### config.mk
export PLATFORM = sky130hd
export DESIGN_NAME = sdc_top
export DESIGN_NICKNAME = d
export VERILOG_FILES = /design/src/verilog/sdc_pkg.sv /design/src/verilog/sdc_if.sv /design/src/verilog/sdc_shift.sv /design/src/verilog/sdc_div.sv /design/src/verilog/sdc_top.sv
export VERILOG_INCLUDE_DIRS = /design/src /design/src/verilog
export SDC_FILE = /design/constraint.sdc
export NUM_CORES = 1
export LEC_CHECK = 0
export ABC_AREA = 1
export BUFFER_PORTS_ARGS = -buffer_cell sky130_fd_sc_hd__buf_2
export CAP_MARGIN = 20
export CORE_UTILIZATION = 52
export DETAILED_ROUTE_END_ITERATION = 6
export GPL_TIMING_DRIVEN = 0
export PLACE_DENSITY_LB_ADDON = 0.3
export SYNTH_ARGS = -nofsm -noshare
export SYNTH_HDL_FRONTEND = slang
export SYNTH_SLANG_ARGS = --single-unit
### constraint.sdc
create_clock -name clk_i -period 3.73 [get_ports clk_i]
set_input_delay 0 -clock clk_i [delete_from_list [all_inputs] [get_ports clk_i]]
set_output_delay 0 -clock clk_i [all_outputs]
set_load 0.02 [all_outputs]
### src/verilog/sdc_regs.svh
`ifndef SDC_REGS_SVH
`define SDC_REGS_SVH

// ****************************************************************
// Field widths
// ****************************************************************
`define SDC_M_W 9
`define SDC_N_W 2
`define SDC_T_W 3
`define SDC_SR_W 14

// ****************************************************************
// Shift register field positions
// ****************************************************************
`define SDC_SR_M_LSB 0
`define SDC_SR_M_MSB 8
`define SDC_SR_N_LSB 9
`define SDC_SR_N_MSB 10
`define SDC_SR_T_LSB 11
`define SDC_SR_T_MSB 13

// ****************************************************************
// Reset values
// ****************************************************************
`define SDC_M_RST 9'h1ff
`define SDC_N_RST 2'h3
`define SDC_T_RST 3'h0
`define SDC_SR_RST 14'h0000

// ****************************************************************
// Divider counts
// ****************************************************************
`define SDC_REF_DIV 16
`define SDC_REF_CW 4
`define SDC_QUART_CW 2

`endif

### src/verilog/sdc_pkg.sv
package sdc_pkg;

`include "sdc_regs.svh"

    // ************************************************************
    // Codes
    // ************************************************************
    typedef enum logic [2:0] {
        SDC_T_SHIFT = 3'b000,
        SDC_T_HIGH = 3'b001,
        SDC_T_REF = 3'b010,
        SDC_T_FB = 3'b011,
        SDC_T_FOUT = 3'b100,
        SDC_T_LOW = 3'b101,
        SDC_T_SCAN = 3'b110,
        SDC_T_QUART = 3'b111
    } sdc_test_t;

    typedef enum logic [1:0] {
        SDC_N_BY2 = 2'b00,
        SDC_N_BY4 = 2'b01,
        SDC_N_BY8 = 2'b10,
        SDC_N_BY1 = 2'b11
    } sdc_ndiv_t;

    // ************************************************************
    // State records
    // ************************************************************
    typedef struct packed {
        logic sclk_p;
        logic shifted;
        logic [`SDC_SR_W-1:0] sr;
    } sdc_shift_state_t;

    typedef struct packed {
        logic src_p;
        logic [`SDC_REF_CW-1:0] ref_cnt;
        logic ref_clk;
        logic vco_p;
        logic vco_lvl;
        logic [`SDC_M_W-1:0] m_cnt;
        logic fb;
        logic [2:0] n_cnt;
        logic fout;
        logic fout_p;
        logic [`SDC_QUART_CW-1:0] q_cnt;
        logic quart;
    } sdc_div_state_t;

    typedef struct packed {
        logic par_p;
        logic sld_p;
        logic [`SDC_M_W-1:0] m;
        logic [`SDC_N_W-1:0] n;
        logic [`SDC_T_W-1:0] t;
        logic test;
        logic fout;
        logic fout_n;
        logic ref_clk;
        logic fb_clk;
        logic ref_p;
        logic fb_p;
        logic up;
        logic dn;
        logic osc_out;
    } sdc_top_state_t;

    // ************************************************************
    // Helpers
    // ************************************************************
    function automatic logic sdc_rise(input logic prev, input logic cur);
        return cur & ~prev;
    endfunction

endpackage

### src/verilog/sdc_if.sv
`timescale 1ns/1ps
interface sdc_if;
    logic [8:0] loop_div;
    logic [1:0] out_sel;
    logic scan_mode;
    logic ref_clk;
    logic fb_clk;
    logic fout;
    logic fout_q4;

    modport cfg (
        output loop_div,
        output out_sel,
        output scan_mode,
        input ref_clk,
        input fb_clk,
        input fout,
        input fout_q4
    );

    modport div (
        input loop_div,
        input out_sel,
        input scan_mode,
        output ref_clk,
        output fb_clk,
        output fout,
        output fout_q4
    );
endinterface

### src/verilog/sdc_shift.sv
`timescale 1ns/1ps
`include "sdc_regs.svh"
module sdc_shift (
    // Clock and reset
    input wire logic clk_i,
    input wire logic rst_i,
    // Serial pins
    input wire logic sclk_i,
    input wire logic sdata_i,
    // Shift contents
    output logic [`SDC_SR_W-1:0] sr_o,
    output logic shifted_o
);
    import sdc_pkg::*;

    localparam sdc_shift_state_t RST = '{
        sclk_p: 1'b0, shifted: 1'b0, sr: `SDC_SR_RST};

    sdc_shift_state_t s_q;
    sdc_shift_state_t s_d;

    // ************************************************************
    // Shift on each serial clock rise
    // ************************************************************
    always_comb begin
        s_d = s_q;
        s_d.sclk_p = sclk_i;
        s_d.shifted = 1'b0;
        if (sdc_rise(s_q.sclk_p, sclk_i)) begin
            s_d.sr = {s_q.sr[`SDC_SR_W-2:0], sdata_i};
            s_d.shifted = 1'b1;
        end
    end

    always_ff @(posedge clk_i) begin
        if (rst_i) begin
            s_q <= RST;
        end else begin
            s_q <= s_d;
        end
    end

    assign sr_o = s_q.sr;
    assign shifted_o = s_q.shifted;
endmodule

### src/verilog/sdc_div.sv
`timescale 1ns/1ps
`include "sdc_regs.svh"
module sdc_div (
    // Clock and reset
    input wire logic clk_i,
    input wire logic rst_i,
    // Clock sources and reference select, sampled as levels
    input wire logic ref_sel_i,
    input wire logic osc_i,
    input wire logic ext_ref_i,
    input wire logic vco_i,
    input wire logic sclk_i,
    // Settings and results
    sdc_if.div bus
);
    import sdc_pkg::*;

    localparam sdc_div_state_t RST = '0;

    sdc_div_state_t s_q;
    sdc_div_state_t s_d;
    logic src;
    logic csrc;
    logic [`SDC_M_W-1:0] m_last;

    // ************************************************************
    // Reference, loop and output dividers
    // ************************************************************
    always_comb begin
        s_d = s_q;
        src = ref_sel_i ? osc_i : ext_ref_i;
        csrc = bus.scan_mode ? sclk_i : vco_i;
        m_last = (bus.loop_div == '0) ? '0 :
            bus.loop_div - `SDC_M_W'(1);
        s_d.src_p = src;
        if (sdc_rise(s_q.src_p, src)) begin
            s_d.ref_cnt = s_q.ref_cnt + `SDC_REF_CW'(1);
        end
        s_d.ref_clk = s_q.ref_cnt[`SDC_REF_CW-1];
        s_d.vco_p = csrc;
        s_d.vco_lvl = csrc;
        if (sdc_rise(s_q.vco_p, csrc)) begin
            s_d.n_cnt = s_q.n_cnt + 3'h1;
            if (s_q.m_cnt >= m_last) begin
                s_d.m_cnt = '0;
                s_d.fb = ~s_q.fb;
            end else begin
                s_d.m_cnt = s_q.m_cnt + `SDC_M_W'(1);
            end
        end
        unique case (sdc_ndiv_t'(bus.out_sel))
            SDC_N_BY1: s_d.fout = s_q.vco_lvl;
            SDC_N_BY2: s_d.fout = s_q.n_cnt[0];
            SDC_N_BY4: s_d.fout = s_q.n_cnt[1];
            SDC_N_BY8: s_d.fout = s_q.n_cnt[2];
        endcase
        s_d.fout_p = s_q.fout;
        if (sdc_rise(s_q.fout_p, s_q.fout)) begin
            s_d.q_cnt = s_q.q_cnt + `SDC_QUART_CW'(1);
        end
        s_d.quart = s_q.q_cnt[`SDC_QUART_CW-1];
    end

    always_ff @(posedge clk_i) begin
        if (rst_i) begin
            s_q <= RST;
        end else begin
            s_q <= s_d;
        end
    end

    assign bus.ref_clk = s_q.ref_clk;
    assign bus.fb_clk = s_q.fb;
    assign bus.fout = s_q.fout;
    assign bus.fout_q4 = s_q.quart;
endmodule

### src/verilog/sdc_top.sv
`timescale 1ns/1ps
`include "sdc_regs.svh"
module sdc_top (
    // Clock and reset
    input wire logic clk_i,
    input wire logic rst_i,
    // Parallel configuration pins
    input wire logic parallel_load_strobe_n_i,
    input wire logic [8:0] loop_div_bits_i,
    input wire logic [1:0] out_div_select_i,
    input wire logic ref_source_select_i,
    // Serial configuration pins
    input wire logic serial_clk_i,
    input wire logic serial_data_i,
    input wire logic serial_load_i,
    // Clock sources, sampled as levels
    input wire logic osc_in_i,
    input wire logic external_reference_in_i,
    input wire logic vco_i,
    // Clock outputs
    output logic osc_out_o,
    output logic synth_out_o,
    output logic synth_out_n_o,
    output logic test_o,
    // Loop outputs
    output logic ref_clk_o,
    output logic fb_clk_o,
    output logic pd_up_o,
    output logic pd_dn_o,
    // Active settings
    output logic [8:0] loop_div_bits_o,
    output logic [1:0] out_div_select_o,
    output logic [2:0] test_select_bits_o
);
    import sdc_pkg::*;

    localparam sdc_top_state_t RST = '{
        par_p: 1'b1, sld_p: 1'b0,
        m: `SDC_M_RST, n: `SDC_N_RST, t: `SDC_T_RST,
        test: 1'b0, fout: 1'b0, fout_n: 1'b1,
        ref_clk: 1'b0, fb_clk: 1'b0, ref_p: 1'b0, fb_p: 1'b0,
        up: 1'b0, dn: 1'b0, osc_out: 1'b0};

    sdc_top_state_t s_q;
    sdc_top_state_t s_d;
    logic [`SDC_SR_W-1:0] sr;
    logic shifted;
    logic ref_rise;
    logic fb_rise;

    sdc_if bus ();

    // ************************************************************
    // Submodules
    // ************************************************************
    sdc_shift u_shift (
        .clk_i(clk_i),
        .rst_i(rst_i),
        .sclk_i(serial_clk_i),
        .sdata_i(serial_data_i),
        .sr_o(sr),
        .shifted_o(shifted)
    );

    sdc_div u_div (
        .clk_i(clk_i),
        .rst_i(rst_i),
        .ref_sel_i(ref_source_select_i),
        .osc_i(osc_in_i),
        .ext_ref_i(external_reference_in_i),
        .vco_i(vco_i),
        .sclk_i(serial_clk_i),
        .bus(bus)
    );

    assign bus.loop_div = s_q.m;
    assign bus.out_sel = s_q.n;
    assign bus.scan_mode = (sdc_test_t'(s_q.t) == SDC_T_SCAN);

    // ************************************************************
    // Configuration and outputs
    // ************************************************************
    always_comb begin
        s_d = s_q;
        s_d.par_p = parallel_load_strobe_n_i;
        s_d.sld_p = serial_load_i;
        ref_rise = sdc_rise(s_q.ref_p, bus.ref_clk);
        fb_rise = sdc_rise(s_q.fb_p, bus.fb_clk);
        if (!parallel_load_strobe_n_i) begin
            s_d.m = loop_div_bits_i;
            s_d.n = out_div_select_i;
            s_d.t = SDC_T_SHIFT;
        end else if (!s_q.par_p) begin
            s_d.m = loop_div_bits_i;
            s_d.n = out_div_select_i;
        end else if (sdc_rise(s_q.sld_p, serial_load_i)) begin
            s_d.m = sr[`SDC_SR_M_MSB:`SDC_SR_M_LSB];
            s_d.n = sr[`SDC_SR_N_MSB:`SDC_SR_N_LSB];
            s_d.t = sr[`SDC_SR_T_MSB:`SDC_SR_T_LSB];
        end else if (serial_load_i && s_q.sld_p && shifted) begin
            s_d.m = sr[`SDC_SR_M_MSB:`SDC_SR_M_LSB];
            s_d.n = sr[`SDC_SR_N_MSB:`SDC_SR_N_LSB];
            s_d.t = sr[`SDC_SR_T_MSB:`SDC_SR_T_LSB];
        end
        // Falling serial load leaves settings untouched
        unique case (sdc_test_t'(s_q.t))
            SDC_T_SHIFT: s_d.test = sr[`SDC_SR_W-1];
            SDC_T_HIGH: s_d.test = 1'b1;
            SDC_T_REF: s_d.test = bus.ref_clk;
            SDC_T_FB: s_d.test = bus.fb_clk;
            SDC_T_FOUT: s_d.test = bus.fout;
            SDC_T_LOW: s_d.test = 1'b0;
            SDC_T_SCAN: s_d.test = bus.fb_clk;
            SDC_T_QUART: s_d.test = bus.fout_q4;
        endcase
        s_d.fout = bus.fout;
        s_d.fout_n = ~bus.fout;
        s_d.ref_clk = bus.ref_clk;
        s_d.fb_clk = bus.fb_clk;
        s_d.ref_p = bus.ref_clk;
        s_d.fb_p = bus.fb_clk;
        s_d.osc_out = ~osc_in_i;
        // Phase detector, reference against feedback
        if ((s_q.up || ref_rise) && (s_q.dn || fb_rise)) begin
            s_d.up = 1'b0;
            s_d.dn = 1'b0;
        end else begin
            s_d.up = s_q.up | ref_rise;
            s_d.dn = s_q.dn | fb_rise;
        end
    end

    always_ff @(posedge clk_i) begin
        if (rst_i) begin
            s_q <= RST;
        end else begin
            s_q <= s_d;
        end
    end

    assign osc_out_o = s_q.osc_out;
    assign synth_out_o = s_q.fout;
    assign synth_out_n_o = s_q.fout_n;
    assign test_o = s_q.test;
    assign ref_clk_o = s_q.ref_clk;
    assign fb_clk_o = s_q.fb_clk;
    assign pd_up_o = s_q.up;
    assign pd_dn_o = s_q.dn;
    assign loop_div_bits_o = s_q.m;
    assign out_div_select_o = s_q.n;
    assign test_select_bits_o = s_q.t;
endmodule

==> impl_metrics.tcl, run 1 <==
set metrics [dict create \
    yosys_warnings 0 \
    seq_area_um2 1280 \
    yosysSeqAreaShare 0.421 \
    clkTransAtPathRegs_ns 0.07 \
    internal-power_w 0.00126 \
    syn_area_um2 3040 \
    drive_above_1_share 0.187 \
    grt_max_degree 12 \
    n_antenna_cell 0 \
    status "completed" \
    core_um2 5570 \
    grt_pass1_vias 2560 \
    seqPwrFrac 0.451 \
    vias 2780 \
    multi_input_area_um2 1430 \
    io_buffer_count 42 \
    p_sw_w 0.000410 \
    cts_made_buffers 9 \
    io-pin-count 43 \
    ir_drop_mv 0.313 \
    clock_path_buffers 2 \
    areaGrowthSynthToFinish_pct 20.3 \
    stdcell_count 547 \
    die-area_um2 6160 \
    netlist_instances 409 \
    post-place-cells 523 \
    n_fill_cell 497 \
    maxSlewHeadroom 0.670 \
    core.rowCount 27 \
    viasPerCell 5.08 \
    power_leakage_nw 1.72 \
    rsz0062_at_grt "no" \
    clk_latency_ns 0.34 \
    place_congestion 0.818 \
    drc 0 \
    hpwl_mm 4.73 \
    final_hold_viol_count 0 \
    path_class "register to register" \
    cts_num_sinks 64 \
    power.share.switching 0.246 \
    power_density_nw_per_um2 456 \
    nets 504 \
    grt_pass1_wl_mm 11.2 \
    power_frac_clock 0.419 \
    syn_area_per_cell_um2 7.44 \
    cp_max_fo 8 \
    dr.pass1.iters 4 \
    wirelength_mm 6.62 \
    antenna_found_initial 0 \
    cp-end-kind "register" \
    tns_ns 0 \
    drt-wirelength-per-cell_um 12.1 \
    reg2reg_slack_ns 1.09 \
    die_width_um 78.5 \
    root_buffer "clkbuf_8" \
    tightest_slew_ns 0.494 \
    finClkSkew_ns 0.00759 \
    fin_crit_ns 2.64 \
    postCtsSetupBuffers 0 \
    grt_remaining_overflow 0 \
    setup_viol 0 \
    ant_nets 0 \
    fmax_mhz 379 \
    combPwrFrac 0.130 \
    grt_use_total 0.233 \
    drt_iter0_markers 114 \
    maxCapViolCount 0 \
    cp_data_arrival_time_ns 2.90 \
    critPathLaunchType "register" \
    dieHeight_um 78.5 \
    required_ns 3.99 \
    cts_tree "done" \
    report.final.slew_viol_count 0 \
    period_share 0.707 \
    initial_utilization 0.546 \
    utilization 0.656 \
    ys_seq_elements 64 \
    synthDistinctLibCells 31 \
    synth_nets 443 \
    hold_path_class "input pin to register" \
    cts_max_level 3 \
]
## path summary, 6_finish.rpt
kind / to / cells after the start / startpoint
setup / recovery: u_div.s_q[9] / 16 / loop_div_bits_o[0]
hold / removal: s_q[25] / 3 / parallel_load_strobe_n_i
setup reg to reg: u_div.s_q[9] / 16 / loop_div_bits_o[0]
hold reg to reg: u_div.bus.fout_q4 / 2 / u_div.s_d[0]
## flip-flops by register name, indices dropped and copies added, names as in the netlist, 2 cells and up
signal              flops
loop_div_bits_o         9
test_select_bits_o      3
out_div_select_o        2
u_div.s_q              19
u_div.s_d               2
u_shift.sr_o           14
s_q                     4
## cell usage in the layout, fill, tap and decap left out
cell type      netlist  routed
dlygate4sd3_1        0       8
mux2_2               6       6
nand3b_1             1       1
buf_4               14      14
inv_1               43      43
a211oi_1             2       2
nor2_4               1       1
xor2_1               5       5
buf_2                0      42
o311ai_0             1       1
o31ai_1              1       1
o21ai_1              5       5
a21oi_1             32      32
buf_6                3       3
o2111a_1             1       1
or2_2                3       3
nand2_1             67      67
or4_1                1       1
buf_1                1       1
o21ai_0             33      33
ha_1                13      13
xnor2_1              2       2
nor3b_1              1       1
nand4_1              6       6
clkbuf_8             0       9
clkbuf_1             6       8
nand3_1             15      15
o211ai_1             3       3
bufinv_16            0       3
clkinvlp_4           0       2
inv_2                2       2
dfxtp_1             64      64
nand2_2              3       3
nor2_1              70      70
nor3_1               3       3
nor2_2               1       1
## repair_timing
action / 4_1_cts / 5_1_grt
resized for setup: 0 / 0
hold buffers: 8 / 0
endpoints found under the hold margin: 7 / 0
## cell type report
class                   count  share of cell area
multi-input cells         276               0.390
flip-flops and latches     64               0.350
repair buffers             50              0.0793
inverters                  45              0.0462
plain buffers              24              0.0451
clock buffers              11              0.0359
clock inverters             5              0.0287
well taps                  72              0.0246
## power by group through the flow
stage	Combinational [W]	Clock, W	Sequential [W]
5_1_grt	0.000243	0.000737	0.000759
3_3_place_gp	0.000202	0	0.000767
2_1_floorplan	0.000150	0	0.000762
4_1_cts	0.000217	0.000709	0.000753
6_report	0.000217	0.000699	0.000753
3_5_place_dp	0.000208	0	0.000768
## metal layers
layer  track usage  vias to the layer above  share of wire
met5             0                        -              0
met4        0.0926                        0          0.015
met3        0.0558                       13          0.045
met2         0.386                       67           0.47
met1         0.291                     1262           0.47
li1              -                     1438              -
## stage by stage
step                      total power [W]  hold slack [ns]  setup slack (ns)  area (µm²)
after floorplan                  0.000912           0.0724              1.55        3040
after global placement           0.000969            0.172              1.21        3340
after detailed placement         0.000975            0.181              1.14        3340
after CTS                         0.00168           0.0113              1.10        3660
after global routing              0.00174           0.0385             0.742        3660
final                             0.00167           0.0189              1.09        3660
## synth_stat cells (all sizes together)
| cell | instances | area, µm² |
|---|---|---|
| a211oi | 2 | 15.0 |
| a21oi | 32 | 160 |
| buf | 18 | 143 |
| clkbuf | 6 | 22.5 |
| dfxtp | 64 | 1280 |
| ha | 13 | 163 |
| inv | 45 | 169 |
| mux2 | 6 | 67.6 |
| nand2 | 70 | 270 |
| nand3 | 15 | 75.1 |
| nand3b | 1 | 7.51 |
| nand4 | 6 | 37.5 |
| nor2 | 72 | 280 |
| nor3 | 3 | 15.0 |
| nor3b | 1 | 7.51 |
| o2111a | 1 | 11.3 |
| o211ai | 3 | 22.5 |
| o21ai | 38 | 190 |
| o311ai | 1 | 8.76 |
| o31ai | 1 | 7.51 |
| or2 | 3 | 18.8 |
| or4 | 1 | 7.51 |
| xnor2 | 2 | 17.5 |
| xor2 | 5 | 43.8 |
## cells by family after synthesis
family / after synthesis / share of synthesized area
and+or+nand+nor: 172 / 0.237
AOI/OAI and AO/OA: 78 / 0.137
buffers and inverters: 69 / 0.110
DFF: 64 / 0.421
adders and majority gates: 13 / 0.0535
xor gates and xnor gates: 7 / 0.0202
muxes: 6 / 0.0222
## worst max-delay path: stages, from the launching register on
cell and delay, ns:
dfxtp_1 0.33, inv_1 0.10, ha_1 0.21, nand2_1 0.13
nor3_1 0.30, inv_1 0.18, nand3_1 0.14, ha_1 0.25
nand2_1 0.09, inv_1 0.04, nand2_1 0.06, nand2_1 0.05
nor2_1 0.14, nand2_1 0.12, nand2_1 0.07, nand2_1 0.19
a21oi_1 0.17
Note: power is estimated with default switching activity, not from simulation.
==> inputs of run 2 (changes only) <==
--- a/config.mk
+++ b/config.mk
@@ -9,7 +9,7 @@
 export ABC_AREA = 1
 export BUFFER_PORTS_ARGS = -buffer_cell sky130_fd_sc_hd__buf_2
 export CAP_MARGIN = 20
-export CORE_UTILIZATION = 52
+export CORE_UTILIZATION = 51
 export DETAILED_ROUTE_END_ITERATION = 6
 export GPL_TIMING_DRIVEN = 0
 export PLACE_DENSITY_LB_ADDON = 0.3
==> constraint.sdc (replaced) <==
create_clock -name clk_i -period 2.2 [get_ports clk_i]
set_input_delay 0 -clock clk_i [delete_from_list [all_inputs] [get_ports clk_i]]
set_output_delay 0 -clock clk_i [all_outputs]
set_load 0.02 [all_outputs]
==> impl_metrics.tcl, run 2 (same netlist as run 1, synthesis figures left out) <==
set metrics [dict create \
    drt-wirelength-per-cell_um 12.3 \
    largest_register "u_div.s_q" \
    r2r-start "loop_div_bits_o[0]" \
    viasPerCell 4.98 \
    report.final.slew_viol_count 0 \
    fmax_mhz 463 \
    path_class "register to register" \
    n_antenna_cell 0 \
    areaGrowthSynthToFinish_pct 24.6 \
    die_width_um 79.2 \
    final_hold_viol_count 0 \
    initial_utilization 0.539 \
    cp_data_arrival_time_ns 2.43 \
    rsz0062_at_grt "yes" \
    drt_iter0_markers 141 \
    wirelength_mm 6.80 \
    largest_register_ffs 19 \
    holdPathEnd "s_q[25]" \
    setup.worst_path.start "loop_div_bits_o[0]" \
    drc 0 \
    maxSlewHeadroom 0.649 \
    place_congestion 0.817 \
    cts_made_buffers 9 \
    clkTransAtPathRegs_ns 0.08 \
    final_cell_mix "nand2_1 (62), nor2_1 (61), dfxtp_1 (60), buf_2 (42), inv_1 (39)" \
    antenna_found_initial 0 \
    finClkSkew_ns 0.00988 \
    critPathLaunchType "register" \
    dr.pass1.iters 4 \
    setup_viol 0 \
    clk_latency_ns 0.34 \
    io_buffer_count 42 \
    reg2reg_slack_ns 0.04 \
    grt_remaining_overflow 0 \
    core.rowCount 27 \
    post-place-cells 523 \
    stdcell_count 551 \
    hold_path_class "input pin to register" \
    grt_use_total 0.234 \
    maxCapViolCount 0 \
    cp_max_fo 8 \
    io-pin-count 43 \
    cts_num_sinks 64 \
    layout_commonest_cell "nand2_1" \
    ant_nets 0 \
    grt_pass1_wl_mm 11.3 \
    period_share 0.982 \
    vias 2742 \
    worstReg2RegEnd "u_div.s_q[9]" \
    r2r_cells 16 \
    grt_max_degree 12 \
    fin_crit_ns 2.16 \
    min_from "parallel_load_strobe_n_i" \
    clock_path_buffers 2 \
    status "completed" \
    dieHeight_um 79.2 \
    core_um2 5640 \
    ir_drop_mv 0.492 \
    power_density_nw_per_um2 716 \
    required_ns 2.47 \
    hpwl_mm 4.80 \
    root_buffer "clkbuf_8" \
    tightest_slew_ns 0.526 \
    power_leakage_nw 1.75 \
    holdPathStages 3 \
    grt_pass1_vias 2581 \
    n_fill_cell 483 \
    cts_max_level 3 \
    nets 508 \
    cts_tree "done" \
    die-area_um2 6280 \
    whs_ns 0.0159 \
    cp-end-kind "register" \
    drive_above_1_share 0.263 \
]
[run 2: cell count changes in the layout (fill, tap and decap cells not counted), moves of 4 or more]
cell	before	now
nor2_1	70	61
dfxtp_1	64	60
inv_2	2	6
inv_1	43	39
nor2_2	1	9
dfxtp_2	0	4
nand2_1	67	62
buf_4	14	18
[run 2: worst max-delay path by stage]
stage,slack [ns],to
finish,0.04,u_div.s_q[9]
global route,-0.11,u_div.s_q[9]
CTS,0.009,u_div.s_q[17]
detailed placement,-0.35,u_div.s_q[9]
global placement,-0.33,u_div.s_q[9]
floorplan,0.02,u_div.s_q[9]
[run 2: power breakdown]
part	switching [W]	internal, W	leakage (nW)
registers	0.0000594	0.00123	0.525
logic	0.000223	0.000176	1.12
clock network	0.000449	0.000581	0.101
total	0.000731	0.00198	1.75
[run 2: metal layers]
metal / wire, µm / vias to the layer above / GRT usage
met3: 227 / 2 / 0.0690
met5: 0 / - / 0
li1: - / 1447 / -
met4: 35 / 0 / 0.0782
met2: 3380 / 48 / 0.403
met1: 3160 / 1245 / 0.277
[run 2: area by class of cell]
class | count | area [µm²] | share of cell area
clock buffers | 11 | 151 | 0.0400
inverters | 45 | 169 | 0.0446
plain buffers | 24 | 165 | 0.0436
flip-flops and latches | 64 | 1290 | 0.339
repair buffers | 54 | 320 | 0.0845
well taps | 72 | 90.1 | 0.0238
clock inverters | 5 | 55.1 | 0.0145
multi-input cells | 276 | 1550 | 0.410
[run 2: worst max-delay path, cell delays in order (launching register included)]
cell     delay, ns
dfxtp_2       0.33
inv_2         0.08
ha_4          0.17
nand2_4       0.08
nor3_4        0.21
inv_2         0.09
nand3_1       0.10
ha_1          0.24
nand2_1       0.09
inv_1         0.05
nand2_1       0.06
nand2_1       0.05
nor2_2        0.14
nand2_2       0.09
nand2_2       0.08
nand2_4       0.10
a21oi_2       0.12
[run 2: what timing repair did]
action,in CTS,in global routing
resized for setup,15,23
hold buffers,8,0
pin swaps,6,13
hold endpoints to repair,7,0
endpoints found under the setup margin,10,10
setup buffers,1,3
[run 2: through the flow]
step / TNS, ns / worst slack, ns / area, µm² / total power, W / utilization
final: 0 / 0.0404 / 3790 / 0.00271 / 0.672
after global routing: -0.827 / -0.113 / 3790 / 0.00284 / 0.672
after CTS: 0 / 0.00896 / 3690 / 0.00270 / 0.654
after detailed placement: -2.81 / -0.352 / 3340 / 0.00165 / 0.592
after global placement: -2.57 / -0.331 / 3340 / 0.00164 / 0.592
after floorplan: 0 / 0.0243 / 3040 / 0.00155 / -
==> inputs of run 3 (changes only) <==
--- a/config.mk
+++ b/config.mk
@@ -9,10 +9,11 @@
 export ABC_AREA = 1
 export BUFFER_PORTS_ARGS = -buffer_cell sky130_fd_sc_hd__buf_2
 export CAP_MARGIN = 20
-export CORE_UTILIZATION = 51
+export CORE_UTILIZATION = 52
 export DETAILED_ROUTE_END_ITERATION = 6
 export GPL_TIMING_DRIVEN = 0
 export PLACE_DENSITY_LB_ADDON = 0.3
 export SYNTH_ARGS = -nofsm -noshare
 export SYNTH_HDL_FRONTEND = slang
+export SYNTH_HIERARCHICAL = 1
 export SYNTH_SLANG_ARGS = --single-unit
==> impl_metrics.tcl, run 3 <==
set metrics [dict create \
    cts_made_buffers 9 \
    hold_path_class "input pin to register" \
    nets 606 \
    period_share 0.971 \
    ir_drop_mv 0.489 \
    syn_area_per_cell_um2 6.92 \
    vias 3143 \
    final_hold_viol_count 0 \
    yosysSeqAreaShare 0.382 \
    syn_area_um2 3410 \
    synth_top_area_frac 0.382 \
    largest_register_ffs 19 \
    grt_pass1_vias 2938 \
    power_leakage_nw 2.17 \
    yosys_warnings 6 \
    grt_remaining_overflow 0 \
    yosys_most_used_dff "dfxtp_1" \
    setup_viol 0 \
    antenna_found_initial 0 \
    power_density_nw_per_um2 633 \
    layout_commonest_cell "nand2_1" \
    yosys.area.top_type "dfxtp_1" \
    grt_max_degree 12 \
    cp-end-kind "register" \
    die_width_um 83.0 \
    preCtsSetupSlack_ns -0.221 \
    report.final.slew_viol_count 0 \
    cts_tree "done" \
    largest_register "u_div/s_q" \
    root_buffer "clkbuf_8" \
    ys_top_cells_by_count "nand2_1 (113), nor2_1 (78), inv_1 (67)" \
    cp_max_fo 5 \
    critPathLaunchType "register" \
    synth_nets 527 \
    synth-edff-count 0 \
    cts_num_sinks 65 \
    dieHeight_um 83.0 \
    initial_utilization 0.537 \
    maxSlewHeadroom 0.735 \
    io_buffer_count 42 \
    clkTransAtPathRegs_ns 0.07 \
    core_um2 6350 \
    cp_data_arrival_time_ns 2.42 \
    crit_family "simple AND/OR/NAND/NOR gates" \
    fmax_mhz 468 \
    ys_seq_elements 65 \
    tns_ns 0 \
    synth_area_leaders "dfxtp_1 (38%), nand2_1 (12%), nor2_1 (8.6%)" \
    required_ns 2.48 \
    path_cells "inv_1, ha_4, buf_4, or2_2, nand3_1, ha_1, nand2_1, nor2_2, inv_1, nor2_1, nor2_1, nand2_2, nand2_4, nand2_4, nor2_2" \
    synth_most_common_cell "nand2_1" \
    drt_iter0_markers 205 \
    clk_latency_ns 0.34 \
    viasPerCell 4.81 \
    critPathMaxStageDelay_ns 0.37 \
    cts_max_level 3 \
    drive_above_1_share 0.236 \
    tightest_slew_ns 0.397 \
    place_congestion 0.789 \
    rsz0062_at_grt "yes" \
    ys_async_sr_fraction 0 \
    final_cell_mix "nand2_1 (110), nor2_1 (72), inv_1 (65), dfxtp_1 (61), nand3_1 (54)" \
    die-area_um2 6880 \
    hpwl_mm 5.01 \
    drt-wirelength-per-cell_um 10.7 \
    status "completed" \
    netlist_instances 493 \
    dr.pass1.iters 5 \
    finClkSkew_ns 0.0118 \
    grt_pass1_wl_mm 12.2 \
    ant_nets 0 \
    maxCapViolCount 0 \
    clock_path_buffers 2 \
    path_class "register to register" \
    synthDistinctLibCells 32 \
    path_buf_inv 3 \
    crit_slowest_cell "dfxtp_4" \
    core.rowCount 29 \
    areaGrowthSynthToFinish_pct 24.2 \
    fin_ws_ns 0.0627 \
    io-pin-count 43 \
    grt_use_total 0.214 \
    wirelength_mm 6.98 \
    n_antenna_cell 0 \
    fin_crit_ns 2.14 \
    drc 0 \
]
run 3: cell types whose count changed after synthesis, moves of 4 or more:
cell,before,now
a21oi_1,32,9
nand2_1,67,113
buf_2,0,8
inv_1,43,67
nand3_1,15,54
clkbuf_1,6,0
o21ai_1,5,1
o21ai_0,33,11
buf_4,14,29
nor2_1,70,78
mux2_2,6,0
run 3: cells by family (layout without fill, tap and decap cells):
logic type,count (synthesis),in the layout,synth area share
compound gates,27,27,0.0448
fa+ha+maj,13,13,0.0477
buf+inv,111,193,0.161
xor+xnor,8,8,0.0205
simple gates,268,269,0.341
flops,65,65,0.382
mux,1,1,0.00294
run 3: repair_timing:
action | in CTS | in global routing
gates cloned | 1 | 0
endpoints found under the setup margin | 10 | 10
setup buffers | 1 | 3
hold buffers | 21 | 0
hold endpoints to repair | 20 | 0
gates resized for setup | 16 | 14
pin swaps | 2 | 8
run 3: report_power, final:
part	internal [W]	total [W]	switching, W
sequential	0.00125	0.00132	0.0000682
combinational	0.000220	0.000471	0.000251
clock	0.000465	0.000893	0.000428
run 3: metal layers:
metal | part of all wire | global-route usage | vias up
li1 | - | - | 1660
met1 | 0.47 | 0.256 | 1397
met2 | 0.48 | 0.366 | 71
met3 | 0.034 | 0.0417 | 15
met4 | 0.021 | 0.107 | 0
met5 | 0 | 0 | -
run 3: path summary, 6_finish.rpt:
path,from,end,slack [ns],depth (start not counted)
setup reg to reg,loop_div_bits_o[1],u_div/s_q[16],0.06,15
hold reg to reg,u_div/bus.fout,synth_out_n_o,0.44,1
hold / removal,external_reference_in_i,u_div/s_q[25],0.01,5
setup / recovery,loop_div_bits_o[1],u_div/s_q[16],0.06,15
run 3: cell type report:
| type | count | area [µm²] |
|---|---|---|
| clock buffers | 13 | 159 |
| fillers | 556 | 2120 |
| inverters | 71 | 269 |
| multi-input cells | 318 | 1650 |
| well taps | 77 | 96.3 |
| plain buffers | 40 | 284 |
| repair buffers | 67 | 454 |
| flip-flops and latches | 65 | 1310 |
| clock inverters | 2 | 13.8 |
run 3: worst reg2reg max path: stages, from the launching register on:
cell and delay [ns]:
dfxtp_4 0.37, inv_1 0.07, ha_4 0.17, buf_4 0.13, or2_2 0.28, nand3_1 0.09, ha_1 0.24, nand2_1 0.09
nor2_2 0.04, inv_1 0.04, nor2_1 0.04, nor2_1 0.11, nand2_2 0.11, nand2_4 0.10, nand2_4 0.08, nor2_2 0.11
run 3: metrics by stage:
stage	hold slack [ns]	instances	instance area (µm²)	util	power, W
after global placement	0.175	612	3720	0.585	0.00174
after CTS	0.00203	650	4170	0.656	0.00268
final	0.0125	653	4230	0.667	0.00268
after detailed placement	0.188	612	3720	0.585	0.00175
after floorplan	0.0667	493	3410	-	0.00164
after global routing	0.0810	653	4230	0.667	0.00282
